File: src/rtl/bfp_pkg.sv
// Shared constants and types for the ballast fault protection and restart block
package bfp_pkg;

	// ------------------------------------------------------------
	// Synchronised comparator input positions
	// ------------------------------------------------------------
	localparam int SYNC_W = 8;
	localparam int IDX_UV_LOCK = 0;
	localparam int IDX_BUS_START = 1;
	localparam int IDX_BUS_STOP = 2;
	localparam int IDX_LAMP_OFF_HI = 3;
	localparam int IDX_LAMP_OFF_LOW = 4;
	localparam int IDX_CS_OVER = 5;
	localparam int IDX_PH_END = 6;
	localparam int IDX_IGN_END = 7;

	// ------------------------------------------------------------
	// Timing
	// ------------------------------------------------------------
	localparam int CLK_PERIOD_PS = 5000;
	localparam int OSC_HALF_PERIOD_NS = 10000;
	localparam int DEAD_TIME_NS = 1000;
	localparam int OSC_HALF_CYC = (OSC_HALF_PERIOD_NS * 1000) / CLK_PERIOD_PS;
	localparam int DEAD_CYC = (DEAD_TIME_NS * 1000 + CLK_PERIOD_PS - 1) / CLK_PERIOD_PS;
	localparam int CNT_W = 12;

	// ------------------------------------------------------------
	// Reset values
	// ------------------------------------------------------------
	localparam logic [SYNC_W-1:0] SYNC_RST = 8'h00;
	localparam logic [CNT_W-1:0] CNT_RST = 12'h000;

	// ------------------------------------------------------------
	// Control sequence states
	// ------------------------------------------------------------
	typedef enum logic [1:0] {
		ST_OFF,
		ST_PREHEAT,
		ST_IGNITE,
		ST_RUN
	} bfp_state_t;

endpackage : bfp_pkg

File: src/rtl/bfp_sync_if.sv
// Interface carrying comparator flags into and out of the synchroniser
`timescale 1ns/1ps
interface bfp_sync_if #(parameter int W = 8);
	logic [W-1:0] raw;
	logic [W-1:0] sync;
	modport src (output raw, input sync);
	modport dst (input raw, output sync);
endinterface : bfp_sync_if

File: src/rtl/bfp_sync.sv
// Two-flop synchroniser for a vector of comparator flags
`timescale 1ns/1ps
module bfp_sync
	import bfp_pkg::*;
#(
	parameter int W = SYNC_W
) (
	// Clock and reset
	input wire logic clk_sys,
	input wire logic rst_n,
	input wire logic ce,
	// Flags
	bfp_sync_if.dst sif
);
	logic [W-1:0] s1_q, s1_d;
	logic [W-1:0] s2_q, s2_d;

	// ------------------------------------------------------------
	// Two stages
	// ------------------------------------------------------------
	always_comb begin
		s1_d = ce ? sif.raw : s1_q;
		s2_d = ce ? s1_q : s2_q;
	end

	always_ff @(posedge clk_sys or negedge rst_n) begin
		if (!rst_n) begin
			s1_q <= W'(SYNC_RST);
			s2_q <= W'(SYNC_RST);
		end else begin
			s1_q <= s1_d;
			s2_q <= s2_d;
		end
	end

	assign sif.sync = s2_q;
endmodule : bfp_sync

File: src/rtl/bfp_top.sv
// Protection and restart supervisor of the ballast controller
// ------------------------------------------------------------
// How it works
// - Start needs supply, bus and shutdown ok
// - Low bus during operation stops oscillator
// - Bus comparator hysteresis between start, stop
// - Bus recovery restarts from preheat
// - Shutdown high: oscillator off, gates low, micropower
// - Shutdown low again restarts sequence
// - Current fault latches, stops, enters micropower
// - Current faults checked every switching cycle
// - Over-current threshold active after preheat only
// - Under-current threshold active in run only
// - Under-current sampled at low-gate falling edge
// - Shutdown high clears fault, stays off
// - Shutdown low after fault restarts startup
// - Undervoltage lock clears fault latch
// - Preheat node low threshold starts ignition
// - Preheat node high threshold enters run
// ------------------------------------------------------------
`timescale 1ns/1ps
module bfp_top
	import bfp_pkg::*;
#(
	parameter int HALF_CYC = OSC_HALF_CYC,
	parameter int DEAD = DEAD_CYC
) (
	// Clock, reset, enable
	input wire logic clk_sys,
	input wire logic nrst,
	input wire logic ce,
	// Comparator flags
	input wire logic supply_undervoltage_lock,
	input wire logic bus_above_start,
	input wire logic bus_above_stop,
	input wire logic shutdown_above_high,
	input wire logic shutdown_above_low,
	input wire logic cs_above_over,
	input wire logic cs_below_under,
	input wire logic preheat_node_above_end,
	input wire logic preheat_node_above_ignite,
	// Drive outputs
	output logic osc_enable,
	output logic high_side_gate_out,
	output logic low_side_gate_out,
	output logic preheat_release,
	output logic run_select,
	// Status
	output logic micropower,
	output logic fault_latched
);
	// ------------------------------------------------------------
	// Reset release
	// ------------------------------------------------------------
	logic rst1_q, rst_n;
	always_ff @(posedge clk_sys or negedge nrst) begin
		if (!nrst) begin
			rst1_q <= 1'b0;
			rst_n <= 1'b0;
		end else begin
			rst1_q <= 1'b1;
			rst_n <= rst1_q;
		end
	end

	// ------------------------------------------------------------
	// Input synchronisation
	// ------------------------------------------------------------
	bfp_sync_if #(.W(SYNC_W)) sif ();
	assign sif.raw[IDX_UV_LOCK] = supply_undervoltage_lock;
	assign sif.raw[IDX_BUS_START] = bus_above_start;
	assign sif.raw[IDX_BUS_STOP] = bus_above_stop;
	assign sif.raw[IDX_LAMP_OFF_HI] = shutdown_above_high;
	assign sif.raw[IDX_LAMP_OFF_LOW] = shutdown_above_low;
	assign sif.raw[IDX_CS_OVER] = cs_above_over;
	assign sif.raw[IDX_PH_END] = preheat_node_above_end;
	assign sif.raw[IDX_IGN_END] = preheat_node_above_ignite;

	bfp_sync #(.W(SYNC_W)) u_sync (
		.clk_sys(clk_sys),
		.rst_n(rst_n),
		.ce(ce),
		.sif(sif)
	);

	logic uv_lock_s, bus_start_s, bus_stop_s, lamp_off_hi_s, lamp_off_low_s, cs_over_s, ph_s, ign_s;
	assign uv_lock_s = sif.sync[IDX_UV_LOCK];
	assign bus_start_s = sif.sync[IDX_BUS_START];
	assign bus_stop_s = sif.sync[IDX_BUS_STOP];
	assign lamp_off_hi_s = sif.sync[IDX_LAMP_OFF_HI];
	assign lamp_off_low_s = sif.sync[IDX_LAMP_OFF_LOW];
	assign cs_over_s = sif.sync[IDX_CS_OVER];
	assign ph_s = sif.sync[IDX_PH_END];
	assign ign_s = sif.sync[IDX_IGN_END];

	// ------------------------------------------------------------
	// State
	// ------------------------------------------------------------
	bfp_state_t st_q, st_d;
	logic bus_ok_q, bus_ok_d;
	logic lamp_off_q, lamp_off_d;
	logic fault_q, fault_d;
	logic uc_q, uc_d;
	logic phase_q, phase_d;
	logic [CNT_W-1:0] cnt_q, cnt_d;
	logic hs_q, hs_d;
	logic ls_q, ls_d;
	logic running_q, running_d;
	logic start_ok, keep_ok, oc_hit, fault_set, fault_clr, low_gate_fall, run_d;

	// ------------------------------------------------------------
	// Next state
	// ------------------------------------------------------------
	always_comb begin
		// Bus hysteresis: set above start level, cleared only below stop level
		bus_ok_d = bus_start_s ? 1'b1 : (!bus_stop_s ? 1'b0 : bus_ok_q);
		lamp_off_d = lamp_off_hi_s ? 1'b1 : (!lamp_off_low_s ? 1'b0 : lamp_off_q);
		start_ok = !uv_lock_s && bus_ok_q && !lamp_off_q && !fault_q;
		keep_ok = start_ok;
		// Over-current seen in any single low-side conduction interval in ignite or run
		oc_hit = (st_q == ST_IGNITE || st_q == ST_RUN) && ls_q && cs_over_s;
		fault_set = oc_hit || uc_q;
		fault_clr = lamp_off_q || uv_lock_s;
		fault_d = fault_set ? 1'b1 : (fault_clr ? 1'b0 : fault_q);
		st_d = st_q;
		case (st_q)
			ST_OFF: begin
				// Every start goes through preheat
				// A fault caught while stopping must not slip into a start
				if (start_ok && !fault_set) begin
					st_d = ST_PREHEAT;
				end
			end
			ST_PREHEAT: begin
				if (ph_s) begin
					st_d = ST_IGNITE;
				end
			end
			ST_IGNITE: begin
				if (ign_s) begin
					st_d = ST_RUN;
				end
			end
			ST_RUN: begin
				st_d = ST_RUN;
			end
			default: begin
				st_d = ST_OFF;
			end
		endcase
		if (st_q != ST_OFF && (!keep_ok || fault_set)) begin
			st_d = ST_OFF;
		end
		run_d = (st_d != ST_OFF);
		running_d = run_d;
		// Oscillator with alternating halves and dead time
		if (!run_d) begin
			cnt_d = CNT_RST;
			phase_d = 1'b0;
		end else if (cnt_q >= CNT_W'(HALF_CYC - 1)) begin
			cnt_d = CNT_RST;
			phase_d = !phase_q;
		end else begin
			cnt_d = cnt_q + 12'h001;
			phase_d = phase_q;
		end
		hs_d = run_d && phase_d && (cnt_d >= CNT_W'(DEAD));
		ls_d = run_d && !phase_d && (cnt_d >= CNT_W'(DEAD));
		low_gate_fall = ls_q && !ls_d;
		// Under-current sampled once per cycle at the low-gate fall
		uc_d = low_gate_fall && (st_q == ST_RUN) && cs_below_under;
	end

	always_ff @(posedge clk_sys or negedge rst_n) begin
		if (!rst_n) begin
			st_q <= ST_OFF;
			bus_ok_q <= 1'b0;
			lamp_off_q <= 1'b0;
			fault_q <= 1'b0;
			uc_q <= 1'b0;
			phase_q <= 1'b0;
			cnt_q <= CNT_RST;
			hs_q <= 1'b0;
			ls_q <= 1'b0;
			running_q <= 1'b0;
		end else if (ce) begin
			st_q <= st_d;
			bus_ok_q <= bus_ok_d;
			lamp_off_q <= lamp_off_d;
			fault_q <= fault_d;
			uc_q <= uc_d;
			phase_q <= phase_d;
			cnt_q <= cnt_d;
			hs_q <= hs_d;
			ls_q <= ls_d;
			running_q <= running_d;
		end
	end

	// ------------------------------------------------------------
	// Outputs
	// ------------------------------------------------------------
	assign osc_enable = running_q;
	assign high_side_gate_out = hs_q;
	assign low_side_gate_out = ls_q;
	assign preheat_release = (st_q == ST_IGNITE) || (st_q == ST_RUN);
	assign run_select = (st_q == ST_RUN);
	assign micropower = lamp_off_q || fault_q;
	assign fault_latched = fault_q;

	// ------------------------------------------------------------
	// Assertions
	// ------------------------------------------------------------
	property p_start_hold;
		@(posedge clk_sys) disable iff (!rst_n)
		(ce && st_q == ST_OFF && !start_ok) |=> (st_q == ST_OFF && !osc_enable);
	endproperty
	a_start_hold: assert property (p_start_hold) else $error("start without conditions");

	property p_bus_stop;
		@(posedge clk_sys) disable iff (!rst_n)
		(ce && st_q != ST_OFF && !bus_ok_q) |=> (st_q == ST_OFF && !hs_q && !ls_q);
	endproperty
	a_bus_stop: assert property (p_bus_stop) else $error("low bus did not stop");

	property p_bus_hyst;
		@(posedge clk_sys) disable iff (!rst_n)
		(ce && bus_ok_q && bus_stop_s) |=> bus_ok_q;
	endproperty
	a_bus_hyst: assert property (p_bus_hyst) else $error("bus ok dropped above stop");

	property p_restart;
		@(posedge clk_sys) disable iff (!rst_n)
		(ce && st_q == ST_OFF && start_ok && !fault_set) |=> (st_q == ST_PREHEAT && !preheat_release);
	endproperty
	a_restart: assert property (p_restart) else $error("restart not at preheat");

	property p_sd_off;
		@(posedge clk_sys) disable iff (!rst_n)
		(ce && lamp_off_q) |-> (micropower ##1 (!hs_q && !ls_q && !osc_enable));
	endproperty
	a_sd_off: assert property (p_sd_off) else $error("shutdown did not stop");

	property p_fault;
		@(posedge clk_sys) disable iff (!rst_n)
		(ce && fault_set) |=> (fault_latched && micropower && !hs_q && !ls_q);
	endproperty
	a_fault: assert property (p_fault) else $error("fault not latched");

	property p_oc_window;
		@(posedge clk_sys) disable iff (!rst_n)
		(ce && st_q == ST_PREHEAT && !fault_latched) |=> !fault_latched;
	endproperty
	a_oc_window: assert property (p_oc_window) else $error("over-current before ignition");

	property p_uc_window;
		@(posedge clk_sys) disable iff (!rst_n)
		(ce && uc_d) |-> ($fell(ls_d) && st_q == ST_RUN);
	endproperty
	a_uc_window: assert property (p_uc_window) else $error("under-current check misplaced");

	property p_sd_clear;
		@(posedge clk_sys) disable iff (!rst_n)
		(ce && (lamp_off_q || uv_lock_s) && !fault_set) |=> !fault_latched;
	endproperty
	a_sd_clear: assert property (p_sd_clear) else $error("fault not cleared");

	property p_ignite;
		@(posedge clk_sys) disable iff (!rst_n)
		(ce && st_q == ST_PREHEAT && ph_s && keep_ok) |=> (st_q == ST_IGNITE && preheat_release);
	endproperty
	a_ignite: assert property (p_ignite) else $error("preheat end missed");

	property p_run;
		@(posedge clk_sys) disable iff (!rst_n)
		(ce && st_q == ST_IGNITE && ign_s && keep_ok && !fault_set) |=> run_select;
	endproperty
	a_run: assert property (p_run) else $error("run mode not entered");

	c_run: cover property (@(posedge clk_sys) disable iff (!rst_n) $rose(run_select));
	c_fault: cover property (@(posedge clk_sys) disable iff (!rst_n) $rose(fault_latched));
	c_uc: cover property (@(posedge clk_sys) disable iff (!rst_n) uc_q);
	c_restart: cover property (@(posedge clk_sys) disable iff (!rst_n)
		$fell(lamp_off_q) ##[1:20] osc_enable);
endmodule : bfp_top
File: config.mk
export PLATFORM = sky130hd
export DESIGN_NAME = bfp_top
export DESIGN_NICKNAME = d
export VERILOG_FILES = /design/src/rtl/bfp_pkg.sv /design/src/rtl/bfp_sync_if.sv /design/src/rtl/bfp_sync.sv /design/src/rtl/bfp_top.sv
export SDC_FILE = /design/constraint.sdc
export NUM_CORES = 1
export LEC_CHECK = 0
export BUFFER_PORTS_ARGS = -buffer_cell sky130_fd_sc_hd__buf_2
export CORE_AREA = 3 3 63 65
export DETAILED_ROUTE_END_ITERATION = 10
export DIE_AREA = 0 0 66 68
export HOLD_SLACK_MARGIN = 0.06
export PLACE_DENSITY = 0.73
export RECOVER_POWER = 25
export SYNTH_ARGS = -nofsm -noshare
export SYNTH_HDL_FRONTEND = slang
export SYNTH_SLANG_ARGS = --single-unit
File: constraint.sdc
create_clock -name clk_sys -period 1.3 [get_ports clk_sys]
set_input_delay 0.13 -clock clk_sys [delete_from_list [all_inputs] [get_ports clk_sys]]
set_output_delay 0.13 -clock clk_sys [all_outputs]
set_load 0.02 [all_outputs]
==> run_results.csv, run 1 <==
group,metric,value,unit
status,status,"complete, but fails checks",
status,violations,"negative setup slack",
placed_design,place.gp.congestion,0.8243,
sta,timing.max_slew.rel_slack,0.3828,
logic_synthesis,dominantRegCellSynth,"sky130_fd_sc_hd__dfrtp_1",
logic_synthesis,synth_area_leaders,"sky130_fd_sc_hd__dfrtp_1 53%, sky130_fd_sc_hd__mux2_2 9.5%, sky130_fd_sc_hd__o21ai_0 4.2%, sky130_fd_sc_hd__nand2_1 3.6%, sky130_fd_sc_hd__o31ai_4 2.3%",
floorplan,floorplan.initialDensity,0.5567,
power_and_ir_drop,comb_power_share,0.191,
sta,final.setup_skew,0.01692,ns
final_layout,drive_above_1_share,0.5163,
final_layout,area_growth,46.95,%
sta,total_of_endpoints_with_negative_setup_slack_in_the_final_report,17,
floorplan,die_x,66,microns
clock_network,cts_tree,"built",
logic_synthesis,syn-num-nets,186,
routing,drt_first_pass_iters,5,
final_layout,antenna_cells_inserted,0,
logic_synthesis,yosys.cell_types.count,41,
power_and_ir_drop,cellPowerDensity,997.7,nW/um^2
sta,max_freq,555.9,MHz
floorplan,fp-row-count,21,
final_layout,stdcell_count,292,
logic_synthesis,average_instance_area_after_synthesis,10.91,sq um
worst_setup_path,timing.critical_path.required,1.61,ns
worst_setup_path,worst-endpoint-arrival,2.10,ns
logic_synthesis,synthTopCellsByCount,"40 x sky130_fd_sc_hd__dfrtp_1, 18 x sky130_fd_sc_hd__nand2_1, 16 x sky130_fd_sc_hd__mux2_2, 16 x sky130_fd_sc_hd__o21ai_0, 9 x sky130_fd_sc_hd__nor2_1",
floorplan,die_h,68,microns
power_and_ir_drop,power.switching,0.7431,mW
sta,hold_viol_final,0,
logic_synthesis,synthCells,173,
sta,final.min_clock_period,1.799,ns
sta,slew_viol_final,0,
floorplan,core_area,3390,sq um
routing,detail_route.wirelength,5000,microns
grt,grt_pass1_wl,7521,microns
sta,timing_worst_slew_pin_value,0.9257,ns
logic_synthesis,yosysWarnings,0,
clock_network,cts_htree_levels,2,
power_and_ir_drop,power.switching_fraction,0.2686,
floorplan,fp.dieArea,4488,sq um
worst_setup_path,critical-path-slowest-cell,"sky130_fd_sc_hd__dfrtp_1",
worst_setup_path,critPathKind,"reg -> reg",
power_and_ir_drop,power.share.clock,0.298,
clock_network,clk-insertion-delay-late,0.36,ns
logic_synthesis,mappedNetlistArea,1887,sq um
placed_design,dpl.cell_count,263,
logic_synthesis,post_synth_edffs,0,
logic_synthesis,synth.most_common_cell,"sky130_fd_sc_hd__dfrtp_1",
grt,vias_in_the_first_global_route,1595,
worst_setup_path,endpoint_kind,"flop",
worst_setup_path,crit_path_max_fanout,8,
power_and_ir_drop,power.static_leakage,1.253,nW
routing,route.antenna.remaining_nets,0,
routing,detailed_route_vias_per_instance,5.685,
grt,antenna_found_initial,0,
routing,vias,1660,
worst_setup_path,path_cells,"ha_4 > a311oi_4 > o31ai_4 > or3_4 > nor2_1 > a22o_1",
sta,setup_repair_after_global_routing_missed_its_margin,"yes",
clock_network,clock_tree.buffer_depth,2,
worst_setup_path,worstSetupStartpointType,"flop",
logic_synthesis,ys_seq_area_frac,0.5305,
floorplan,boundaryPins,19,
grt,grt.total_usage,0.2261,
job,maximum_capacitance_violations,0,
logic_synthesis,post-synth-top-area-fraction,0.5305,
logic_synthesis,ys_seq_elements,40,
sta,setup_tns,-6.149,ns
sta,setup_slack,-0.4990,ns
placed_design,portBuffers,18,
routing,post_drt_wl_per_cell,17.12,microns
grt,grt_start_max_net_pins,39,
clock_network,clock_sink_count,40,
power_and_ir_drop,power_frac_seq,0.511,
worst_setup_path,slowest_delay,0.44,ns
placed_design,dp_hpwl,2955,microns
min_path,worst_hold_path_type,"in -> reg",
clock_network,ctsRootBufferMaster,"sky130_fd_sc_hd__clkbuf_4",
grt,grt-ovfl-total,0,
power_and_ir_drop,internal_power,2.023,mW
power_and_ir_drop,ir_drop,1.140,mV
clock_network,cts.clk_slew.worst_paths,0.13,ns
logic_synthesis,synth_largest_area_cell,"sky130_fd_sc_hd__dfrtp_1",
clock_network,cts_buffers,5,
sta,fin_crit_sh,1.384,
worst_setup_path,timing.reg2reg.worst_path_depth,6,
routing,total_drc_errors_in_the_routed_layout,0,
min_path,timing.hold.worst_path_depth,4,
final_layout,layout.nets,258,
routing,detail_route.iter0.violations,138,
logic_synthesis,synthArstFlopShare,1.000,
-- per-layer routing --
layer  track usage  vias to the layer above  part of all wire
met1        0.2620                      813              0.39
met2        0.4218                       52              0.53
met5             0                        -                 0
met3       0.04598                       22             0.041
li1              -                      773                 -
met4       0.06853                        0             0.030
-- cell families (layout without fill, tap and decap cells) --
group	count (synthesis)	after routing	synth area share
AOI/OAI and AO/OA	40	40	0.1585
adders and majority gates	1	1	0.006630
buffers and inverters	14	87	0.03647
DFF	40	40	0.5305
muxes	19	19	0.1114
other	1	1	0.001987
and+or+nand+nor	58	58	0.1545
-- timing repair --
item | in CTS | in global routing
gates resized for setup | 34 | 30
hold buffers | 10 | 0
pin swaps | 9 | 16
cloned | 0 | 0
endpoints found under the hold margin | 10 | 0
buffers inserted | 7 | 4
setup endpoints to repair | 18 | 20
-- power by group through the flow --
stage,logic (mW),registers [mW],clock network [mW]
6_report,0.528,1.41,0.824
5_1_grt,0.573,1.43,0.889
4_1_cts,0.470,1.41,0.842
3_5_place_dp,0.384,1.43,0
3_3_place_gp,0.371,1.42,0
2_1_floorplan,0.217,1.44,0
-- cell usage in the layout (no fill, tap or decap), types with 2 or more instances in the layout --
cell type,instances
sky130_fd_sc_hd__a21oi_1,5
sky130_fd_sc_hd__a21oi_2,2
sky130_fd_sc_hd__a22o_1,2
sky130_fd_sc_hd__and2_4,2
sky130_fd_sc_hd__buf_2,15
sky130_fd_sc_hd__buf_4,37
sky130_fd_sc_hd__buf_6,11
sky130_fd_sc_hd__clkbuf_4,5
sky130_fd_sc_hd__dfrtp_1,39
sky130_fd_sc_hd__dlygate4sd3_1,10
sky130_fd_sc_hd__inv_1,5
sky130_fd_sc_hd__mux2_2,16
sky130_fd_sc_hd__mux2i_1,3
sky130_fd_sc_hd__nand2_1,15
sky130_fd_sc_hd__nand2_2,2
sky130_fd_sc_hd__nand2_4,2
sky130_fd_sc_hd__nand2b_1,2
sky130_fd_sc_hd__nand3_1,5
sky130_fd_sc_hd__nor2_1,8
sky130_fd_sc_hd__nor3_1,2
sky130_fd_sc_hd__nor3_2,3
sky130_fd_sc_hd__nor3_4,3
sky130_fd_sc_hd__nor4_4,2
sky130_fd_sc_hd__o21ai_0,6
sky130_fd_sc_hd__o21ai_1,5
sky130_fd_sc_hd__o21ai_2,5
sky130_fd_sc_hd__o31ai_4,2
sky130_fd_sc_hd__or2_4,2
-- critical path: cells and delay by family (launching register included) --
kind	cells	cell delay [ns]
adders and majority gates	1	0.21
and+or+nand+nor	2	0.56
DFF	1	0.44
AOI/OAI and AO/OA	3	0.52
-- per-stage QoR --
| step | cell area [sq um] | utilization | total power [mW] | hold slack, ns | worst slack (ns) |
|---|---|---|---|---|---|
| after floorplan | 1912 | - | 1.653 | -0.1656 | -0.5676 |
| after detailed placement | 2272 | 0.6704 | 1.809 | -0.08226 | -0.5610 |
| after CTS | 2625 | 0.7745 | 2.717 | 0.2051 | -0.4429 |
| final | 2773 | 0.8180 | 2.766 | 0.2060 | -0.4990 |
| after global placement | 2272 | 0.6704 | 1.786 | -0.08498 | -0.4923 |
| after global routing | 2773 | 0.8180 | 2.888 | 0.2210 | -0.5366 |
-- final timing paths --
kind                                       from                            end  slack (ns)
min                              cs_below_under               uc_q$_DFFE_PN0P_        0.21
min in group asynchronous       rst_n$_DFF_PN0_           cnt_q[9]$_DFFE_PN0P_        0.47
max                        cnt_q[0]$_DFFE_PN0P_  low_side_gate_out$_DFFE_PN0P_       -0.50
min reg2reg                    rst1_q$_DFF_PN0_                rst_n$_DFF_PN0_        0.38
max reg2reg                cnt_q[0]$_DFFE_PN0P_  low_side_gate_out$_DFFE_PN0P_       -0.50
max in group asynchronous       rst_n$_DFF_PN0_           cnt_q[2]$_DFFE_PN0P_        0.20
-- area by class of cell --
cell class              count  area (sq um)
clock buffers               5         37.54
clock inverters             3         42.54
fillers                   174         616.8
inverters                   5         18.77
multi-input cells         119          1032
flip-flops and latches     40          1002
well taps                  46         57.56
repair buffers             74         581.8
-- sequential cells by signal (all words and copies together), names as in the netlist --
register            cells
lamp_off_q              1
cnt_q                  12
rst_n                   1
uc_q                    1
rst1_q                  1
high_side_gate_out      1
osc_enable              1
fault_latched           1
u_sync.s1_q             8
phase_q                 1
u_sync.sif.sync         8
st_q                    2
bus_ok_q                1
low_side_gate_out       1
(Power assumes the default switching activity.)
==> run 2, diff against run 1 <==
--- a/config.mk
+++ b/config.mk
@@ -6,11 +6,13 @@
 export NUM_CORES = 1
 export LEC_CHECK = 0
 export BUFFER_PORTS_ARGS = -buffer_cell sky130_fd_sc_hd__buf_2
-export CORE_AREA = 3 3 63 65
+export CELL_PAD_IN_SITES_DETAIL_PLACEMENT = 0
+export CELL_PAD_IN_SITES_GLOBAL_PLACEMENT = 1
+export CORE_AREA = 3 3 95 52
 export DETAILED_ROUTE_END_ITERATION = 10
-export DIE_AREA = 0 0 66 68
+export DIE_AREA = 0 0 98 55
 export HOLD_SLACK_MARGIN = 0.06
-export PLACE_DENSITY = 0.73
+export PLACE_DENSITY_LB_ADDON = 0.1
 export RECOVER_POWER = 25
 export SYNTH_ARGS = -nofsm -noshare
 export SYNTH_HDL_FRONTEND = slang
==> run 2 against run 1 <==
Against the previous run:
- the run still ends with negative setup slack left
- sequential power is essentially flat
- critical path type unchanged
- clock power rose by 2.8%
- register-to-register slack gained 0.02 ns
- largest power group unchanged
- sequential share of layout area rose by 1.2 points
- combinational power fell by 6.8%
- power shrank 0.57%
==> run_results.csv, run 2 (synthesis results as in run 1) <==
group,metric,value,unit
status,status,"complete, but fails checks",
status,violations,"negative setup slack",
final_layout,stdcell_count,290,
grt,grt_pass1_wl,8611,microns
floorplan,die_x,98,microns
min_path,worst_hold_path_type,"in -> reg",
clock_network,cts_buffers,5,
worst_setup_path,slowest_delay,0.45,ns
routing,drt_first_pass_iters,4,
floorplan,floorplan.initialDensity,0.4458,
placed_design,dp_hpwl,3553,microns
final_layout,most_flop_heavy_register,"cnt_q",
routing,route.antenna.remaining_nets,0,
clock_network,cts_htree_levels,2,
worst_setup_path,worstSetupStartpointType,"flop",
clock_network,ctsRootBufferMaster,"sky130_fd_sc_hd__clkbuf_8",
worst_setup_path,worst-endpoint-arrival,2.01,ns
routing,total_drc_errors_in_the_routed_layout,0,
placed_design,place.gp.congestion,0.8696,
placed_design,portBuffers,18,
worst_setup_path,crit_path_max_fanout,7,
grt,grt-ovfl-total,0,
final_layout,area_growth,42.57,%
floorplan,die_h,55,microns
final_layout,number_of_flip_flops_in_the_largest_register,12,
sta,total_of_endpoints_with_negative_setup_slack_in_the_final_report,16,
sta,timing_worst_slew_pin_value,0.8594,ns
worst_setup_path,timing.critical_path.required,1.53,ns
floorplan,boundaryPins,19,
clock_network,clock_sink_count,40,
worst_setup_path,critical-path-slowest-cell,"sky130_fd_sc_hd__dfrtp_2",
placed_design,postPlaceCellArea,2298,sq um
power_and_ir_drop,cellPowerDensity,1022,nW/um^2
sta,max_freq,562.4,MHz
worst_setup_path,critPathKind,"reg -> reg",
job,maximum_capacitance_violations,0,
sta,hold-worst-slack,0.07231,ns
sta,timing.max_slew.rel_slack,0.4270,
worst_setup_path,crit_path_frequent_cell,"sky130_fd_sc_hd__o31ai_4",
routing,post_drt_wl_per_cell,18.23,microns
clock_network,cts.clk_slew.worst_paths,0.08,ns
routing,detailed_route_vias_per_instance,5.555,
clock_network,clock_tree.buffer_depth,2,
sta,setup_slack,-0.4780,ns
clock_network,clk-insertion-delay-late,0.29,ns
grt,grt_start_max_net_pins,39,
worst_setup_path,worstSetupStartpoint,"cnt_q[3]$_DFFE_PN0P_",
final_layout,leading_cell_type_in_the_layout_fill_and_taps_excluded,"sky130_fd_sc_hd__dfrtp_1",
worst_setup_path,path_cells,"buf_12 > a311oi_4 > o31ai_4 > or3_4 > o31ai_4 > a31o_1",
grt,vias_in_the_first_global_route,1666,
min_path,hold_path_startpoint,"shutdown_above_high",
clock_network,cts_tree,"built",
final_layout,drive_above_1_share,0.5322,
floorplan,fp.dieArea,5390,sq um
routing,detail_route.iter0.violations,107,
final_layout,layout.filler_cells,339,
routing,vias,1611,
worst_setup_path,path_buf_inv,1,
final_layout,antenna_cells_inserted,0,
sta,fin_crit_sh,1.368,
final_layout,final_area,2690,sq um
grt,antenna_found_initial,0,
worst_setup_path,endpoint_kind,"flop",
power_and_ir_drop,power,2.750,mW
sta,setup_repair_after_global_routing_missed_its_margin,"yes",
grt,grt.total_usage,0.2149,
sta,final.min_clock_period,1.778,ns
routing,detail_route.wirelength,5286,microns
worst_setup_path,worst_path_dominant_cell_family,"compound AO/OA/AOI/OAI gates",
final_layout,layout.nets,245,
floorplan,fp-row-count,17,
sta,final.setup_skew,0.002692,ns
sta,slew_viol_final,0,
power_and_ir_drop,power.static_leakage,1.209,nW
placed_design,dpl.cell_count,274,
power_and_ir_drop,ir_drop,0.6823,mV
sta,hold_viol_final,0,
worst_setup_path,launch_instance_of_the_worst_register_to_register_path,"cnt_q[3]$_DFFE_PN0P_",
floorplan,core_area,4233,sq um
final_layout,most-common-layout-cells,"37 x sky130_fd_sc_hd__dfrtp_1, 33 x sky130_fd_sc_hd__buf_4, 17 x sky130_fd_sc_hd__nand2_1",
run 2: cell types whose count changed in the layout (fill, tap and decap cells not counted), sizes merged:
cell	delta
dlygate4sd3	-9
clkinv	+1
clkbuf	+1
bufinv	-1
clkinvlp	-1
buf	-4
run 2: final cells by class:
cell class / instances / area (sq um) / area share
Timing Repair Buffer: 61 / 462.9 / 0.1721
Sequential cell: 40 / 1005 / 0.3735
Multi-Input combinational cell: 119 / 1040 / 0.3865
Clock buffer: 6 / 82.58 / 0.03070
Clock inverter: 2 / 10.01 / 0.003721
Inverter: 5 / 18.77 / 0.006977
Tap cell: 57 / 71.32 / 0.02651
run 2: path summary, 6_finish.rpt:
kind,slack [ns],cells past startpoint,end
setup / recovery,-0.48,6,cnt_q[9]$_DFFE_PN0P_
hold reg to reg,0.39,0,rst_n$_DFF_PN0_
min in group asynchronous,0.16,2,rst_n$_DFF_PN0_
setup reg to reg,-0.48,6,cnt_q[9]$_DFFE_PN0P_
max in group asynchronous,0.23,1,cnt_q[2]$_DFFE_PN0P_
hold / removal,0.07,2,u_sync.s1_q[3]$_DFFE_PN0P_
run 2: worst reg2reg max path, stage by stage (launching register included):
cell and delay [ns]:
sky130_fd_sc_hd__dfrtp_2 0.45, sky130_fd_sc_hd__buf_12 0.14, sky130_fd_sc_hd__a311oi_4 0.29, sky130_fd_sc_hd__o31ai_4 0.10, sky130_fd_sc_hd__or3_4 0.43, sky130_fd_sc_hd__o31ai_4 0.18
sky130_fd_sc_hd__a31o_1 0.12
run 2: stage by stage:
stage          utilization  setup TNS (ns)  setup WS, ns
3_5_place_dp        0.5430          -6.772       -0.5916
5_1_grt             0.6355          -6.834       -0.5434
2_1_floorplan            -          -6.406       -0.5676
3_3_place_gp        0.5430          -5.929       -0.4888
6_report            0.6355          -5.749       -0.4780
4_1_cts             0.6231          -5.299       -0.4554
run 2: layer usage:
layer / vias to the layer above / track usage / routed length (microns)
li1: 746 / - / -
met1: 810 / 0.2865 / 2392
met3: 7 / 0.05131 / 349
met4: 0 / 0.07126 / 51
met2: 48 / 0.3547 / 2492
met5: - / 0 / 0
run 2: timing repair:
item	CTS	global route
setup endpoints to repair	17	20
gates resized for setup	44	19
endpoints found under the hold margin	2	0
buffers inserted	7	0
pin swaps	8	9
hold buffers	1	0
run 2: report_power, final:
group          leakage, nW  internal (mW)  switching [mW]
combinational        0.653          0.245           0.246
sequential           0.505           1.34          0.0695
clock               0.0510          0.423           0.423
==> run 3, diff against run 2 <==
--- a/config.mk
+++ b/config.mk
@@ -14,6 +14,7 @@
 export HOLD_SLACK_MARGIN = 0.06
 export PLACE_DENSITY_LB_ADDON = 0.1
 export RECOVER_POWER = 25
+export REMOVE_ABC_BUFFERS = 1
 export SYNTH_ARGS = -nofsm -noshare
 export SYNTH_HDL_FRONTEND = slang
 export SYNTH_SLANG_ARGS = --single-unit
==> run 3 against run 2 <==
Against the previous run:
- the flow still finishes with violations (negative setup slack)
- non-clock buffer count rose by 2
- via count is 2.9% lower
- sequential share of layout area is 1.2 points higher
- die area did not move
- setup slack worse by 0.097 ns
- sequential power about the same
- power is 1.9% lower
- clock-buffer cell count did not move
- combinational power is 4% higher
- critical path type unchanged
==> run_results.csv, run 3 (synthesis results as in run 1) <==
group,metric,value,unit
status,status,"complete, but fails checks",
status,violations,"negative setup slack",
clock_network,cts_htree_levels,2,
clock_network,clk-insertion-delay-late,0.28,ns
power_and_ir_drop,comb_power_share,0.189,
clock_network,clock_sink_count,40,
final_layout,most_flop_heavy_register,"cnt_q",
sta,setup_repair_after_global_routing_missed_its_margin,"yes",
worst_setup_path,worst_path_dominant_cell_family,"compound AO/OA/AOI/OAI gates",
grt,grt_start_max_net_pins,34,
sta,max_freq,533.4,MHz
worst_setup_path,crit_path_max_fanout,4,
floorplan,fp.dieArea,5390,sq um
routing,detailed_route_vias_per_instance,5.378,
final_layout,leading_cell_type_in_the_layout_fill_and_taps_excluded,"sky130_fd_sc_hd__dfrtp_1",
placed_design,portBuffers,18,
floorplan,die_h,55,microns
floorplan,boundaryPins,19,
worst_setup_path,worstSetupStartpointType,"flop",
power_and_ir_drop,internal_power,1.976,mW
worst_setup_path,path_cells,"ha_2 > a311oi_2 > o31ai_4 > buf_4 > buf_6 > or2_4 > nor2_1 > a21oi_2",
clock_network,cts.clk_slew.worst_paths,0.08,ns
sta,fin_crit_sh,1.442,
floorplan,core_area,4233,sq um
worst_setup_path,endpoint_kind,"flop",
routing,detail_route.wirelength,4853,microns
worst_setup_path,worst-endpoint-arrival,2.05,ns
power_and_ir_drop,power.share.clock,0.287,
power_and_ir_drop,power_frac_seq,0.524,
final_layout,number_of_flip_flops_in_the_largest_register,12,
routing,post_drt_wl_per_cell,16.68,microns
grt,grt.total_usage,0.1789,
sta,total_of_endpoints_with_negative_setup_slack_in_the_final_report,16,
job,maximum_capacitance_violations,0,
power_and_ir_drop,power.switching,0.7225,mW
power_and_ir_drop,ir_drop,0.5622,mV
worst_setup_path,critPathKind,"reg -> reg",
placed_design,dpl.cell_count,272,
sta,hold_viol_final,0,
placed_design,postPlaceCellArea,2258,sq um
worst_setup_path,reg2reg_slack,-0.57,ns
routing,detail_route.iter0.violations,75,
placed_design,dp_hpwl,3333,microns
final_layout,most-common-layout-cells,"39 x sky130_fd_sc_hd__dfrtp_1, 35 x sky130_fd_sc_hd__buf_4, 17 x sky130_fd_sc_hd__nand2_1",
routing,route.antenna.remaining_nets,0,
routing,vias,1565,
sta,final.min_clock_period,1.875,ns
grt,grt-ovfl-total,0,
min_path,worst_hold_path_type,"in -> reg",
final_layout,layout.nets,247,
worst_setup_path,slowest_delay,0.39,ns
clock_network,cts_tree,"built",
sta,final.setup_skew,0.005951,ns
floorplan,floorplan.initialDensity,0.4458,
sta,setup_slack,-0.5746,ns
final_layout,final_area,2599,sq um
clock_network,ctsRootBufferMaster,"sky130_fd_sc_hd__clkbuf_8",
floorplan,die_x,98,microns
sta,slew_viol_final,0,
worst_setup_path,path_buf_inv,2,
final_layout,drive_above_1_share,0.4957,
grt,grt_pass1_wl,7307,microns
power_and_ir_drop,power.static_leakage,1.143,nW
power_and_ir_drop,power.switching_fraction,0.2677,
final_layout,area_growth,37.73,%
clock_network,cts_buffers,5,
final_layout,antenna_cells_inserted,0,
routing,drt_first_pass_iters,4,
placed_design,place.gp.congestion,0.8299,
final_layout,stdcell_count,291,
power_and_ir_drop,cellPowerDensity,1038,nW/um^2
clock_network,clock_tree.buffer_depth,2,
routing,total_drc_errors_in_the_routed_layout,0,
worst_setup_path,timing.critical_path.required,1.47,ns
placed_design,post-place-ws,-0.6511,ns
grt,antenna_found_initial,0,
floorplan,fp-row-count,17,
grt,vias_in_the_first_global_route,1461,
worst_setup_path,critical-path-slowest-cell,"sky130_fd_sc_hd__dfrtp_1",
run 3: final timing paths:
kind,start,end,cells after the start
min in group asynchronous,rst_n$_DFF_PN0_,u_sync.s1_q[6]$_DFFE_PN0P_,0
min reg2reg,rst_n$_DFF_PN0_,u_sync.s1_q[6]$_DFFE_PN0P_,0
max,cnt_q[1]$_DFFE_PN0P_,uc_q$_DFFE_PN0P_,8
min,bus_above_start,u_sync.s1_q[1]$_DFFE_PN0P_,2
max reg2reg,cnt_q[1]$_DFFE_PN0P_,uc_q$_DFFE_PN0P_,8
max in group asynchronous,rst_n$_DFF_PN0_,cnt_q[2]$_DFFE_PN0P_,1
run 3: area by class of cell:
| class | instances | area, sq um |
|---|---|---|
| fill | 352 | 1634 |
| timing repair buffer | 63 | 475.5 |
| tap | 57 | 71.32 |
| clock inverter | 1 | 5.005 |
| clock buffer | 6 | 72.57 |
| multi-input combinational | 119 | 953.4 |
| inverter | 5 | 18.77 |
| sequential | 40 | 1002 |
run 3: what timing repair did:
action / 4_1_cts / 5_1_grt
pin swaps: 11 / 12
setup endpoints to repair: 18 / 19
hold buffers: 1 / 0
endpoints found under the hold margin: 2 / 0
cloned: 0 / 1
gates resized for setup: 18 / 34
setup buffers: 2 / 9
run 3: metrics by stage:
| step | power [mW] | TNS (ns) | utilization | hold slack [ns] |
|---|---|---|---|---|
| 2_1_floorplan | 1.629 | -8.615 | - | -0.1656 |
| 3_3_place_gp | 1.787 | -7.881 | 0.5336 | -0.08589 |
| 3_5_place_dp | 1.813 | -8.592 | 0.5336 | -0.07707 |
| 4_1_cts | 2.630 | -6.995 | 0.5749 | 0.06976 |
| 5_1_grt | 2.835 | -8.102 | 0.6140 | 0.07140 |
| 6_report | 2.699 | -7.089 | 0.6140 | 0.08022 |
run 3: layer usage:
metal	share of wire	up-vias	track usage	routed length (microns)
met5	0	-	0	0
met4	0.0082	0	0.03448	40
met3	0.062	4	0.04756	300
met2	0.46	37	0.2759	2216
met1	0.47	779	0.2574	2296
li1	-	745	-	-
run 3: power groups by stage:
stage,clock (mW),combinational [mW],sequential (mW)
2_1_floorplan,0,0.188,1.44
3_3_place_gp,0,0.364,1.42
3_5_place_dp,0,0.378,1.43
4_1_cts,0.799,0.416,1.41
5_1_grt,0.855,0.553,1.43
6_report,0.773,0.511,1.41
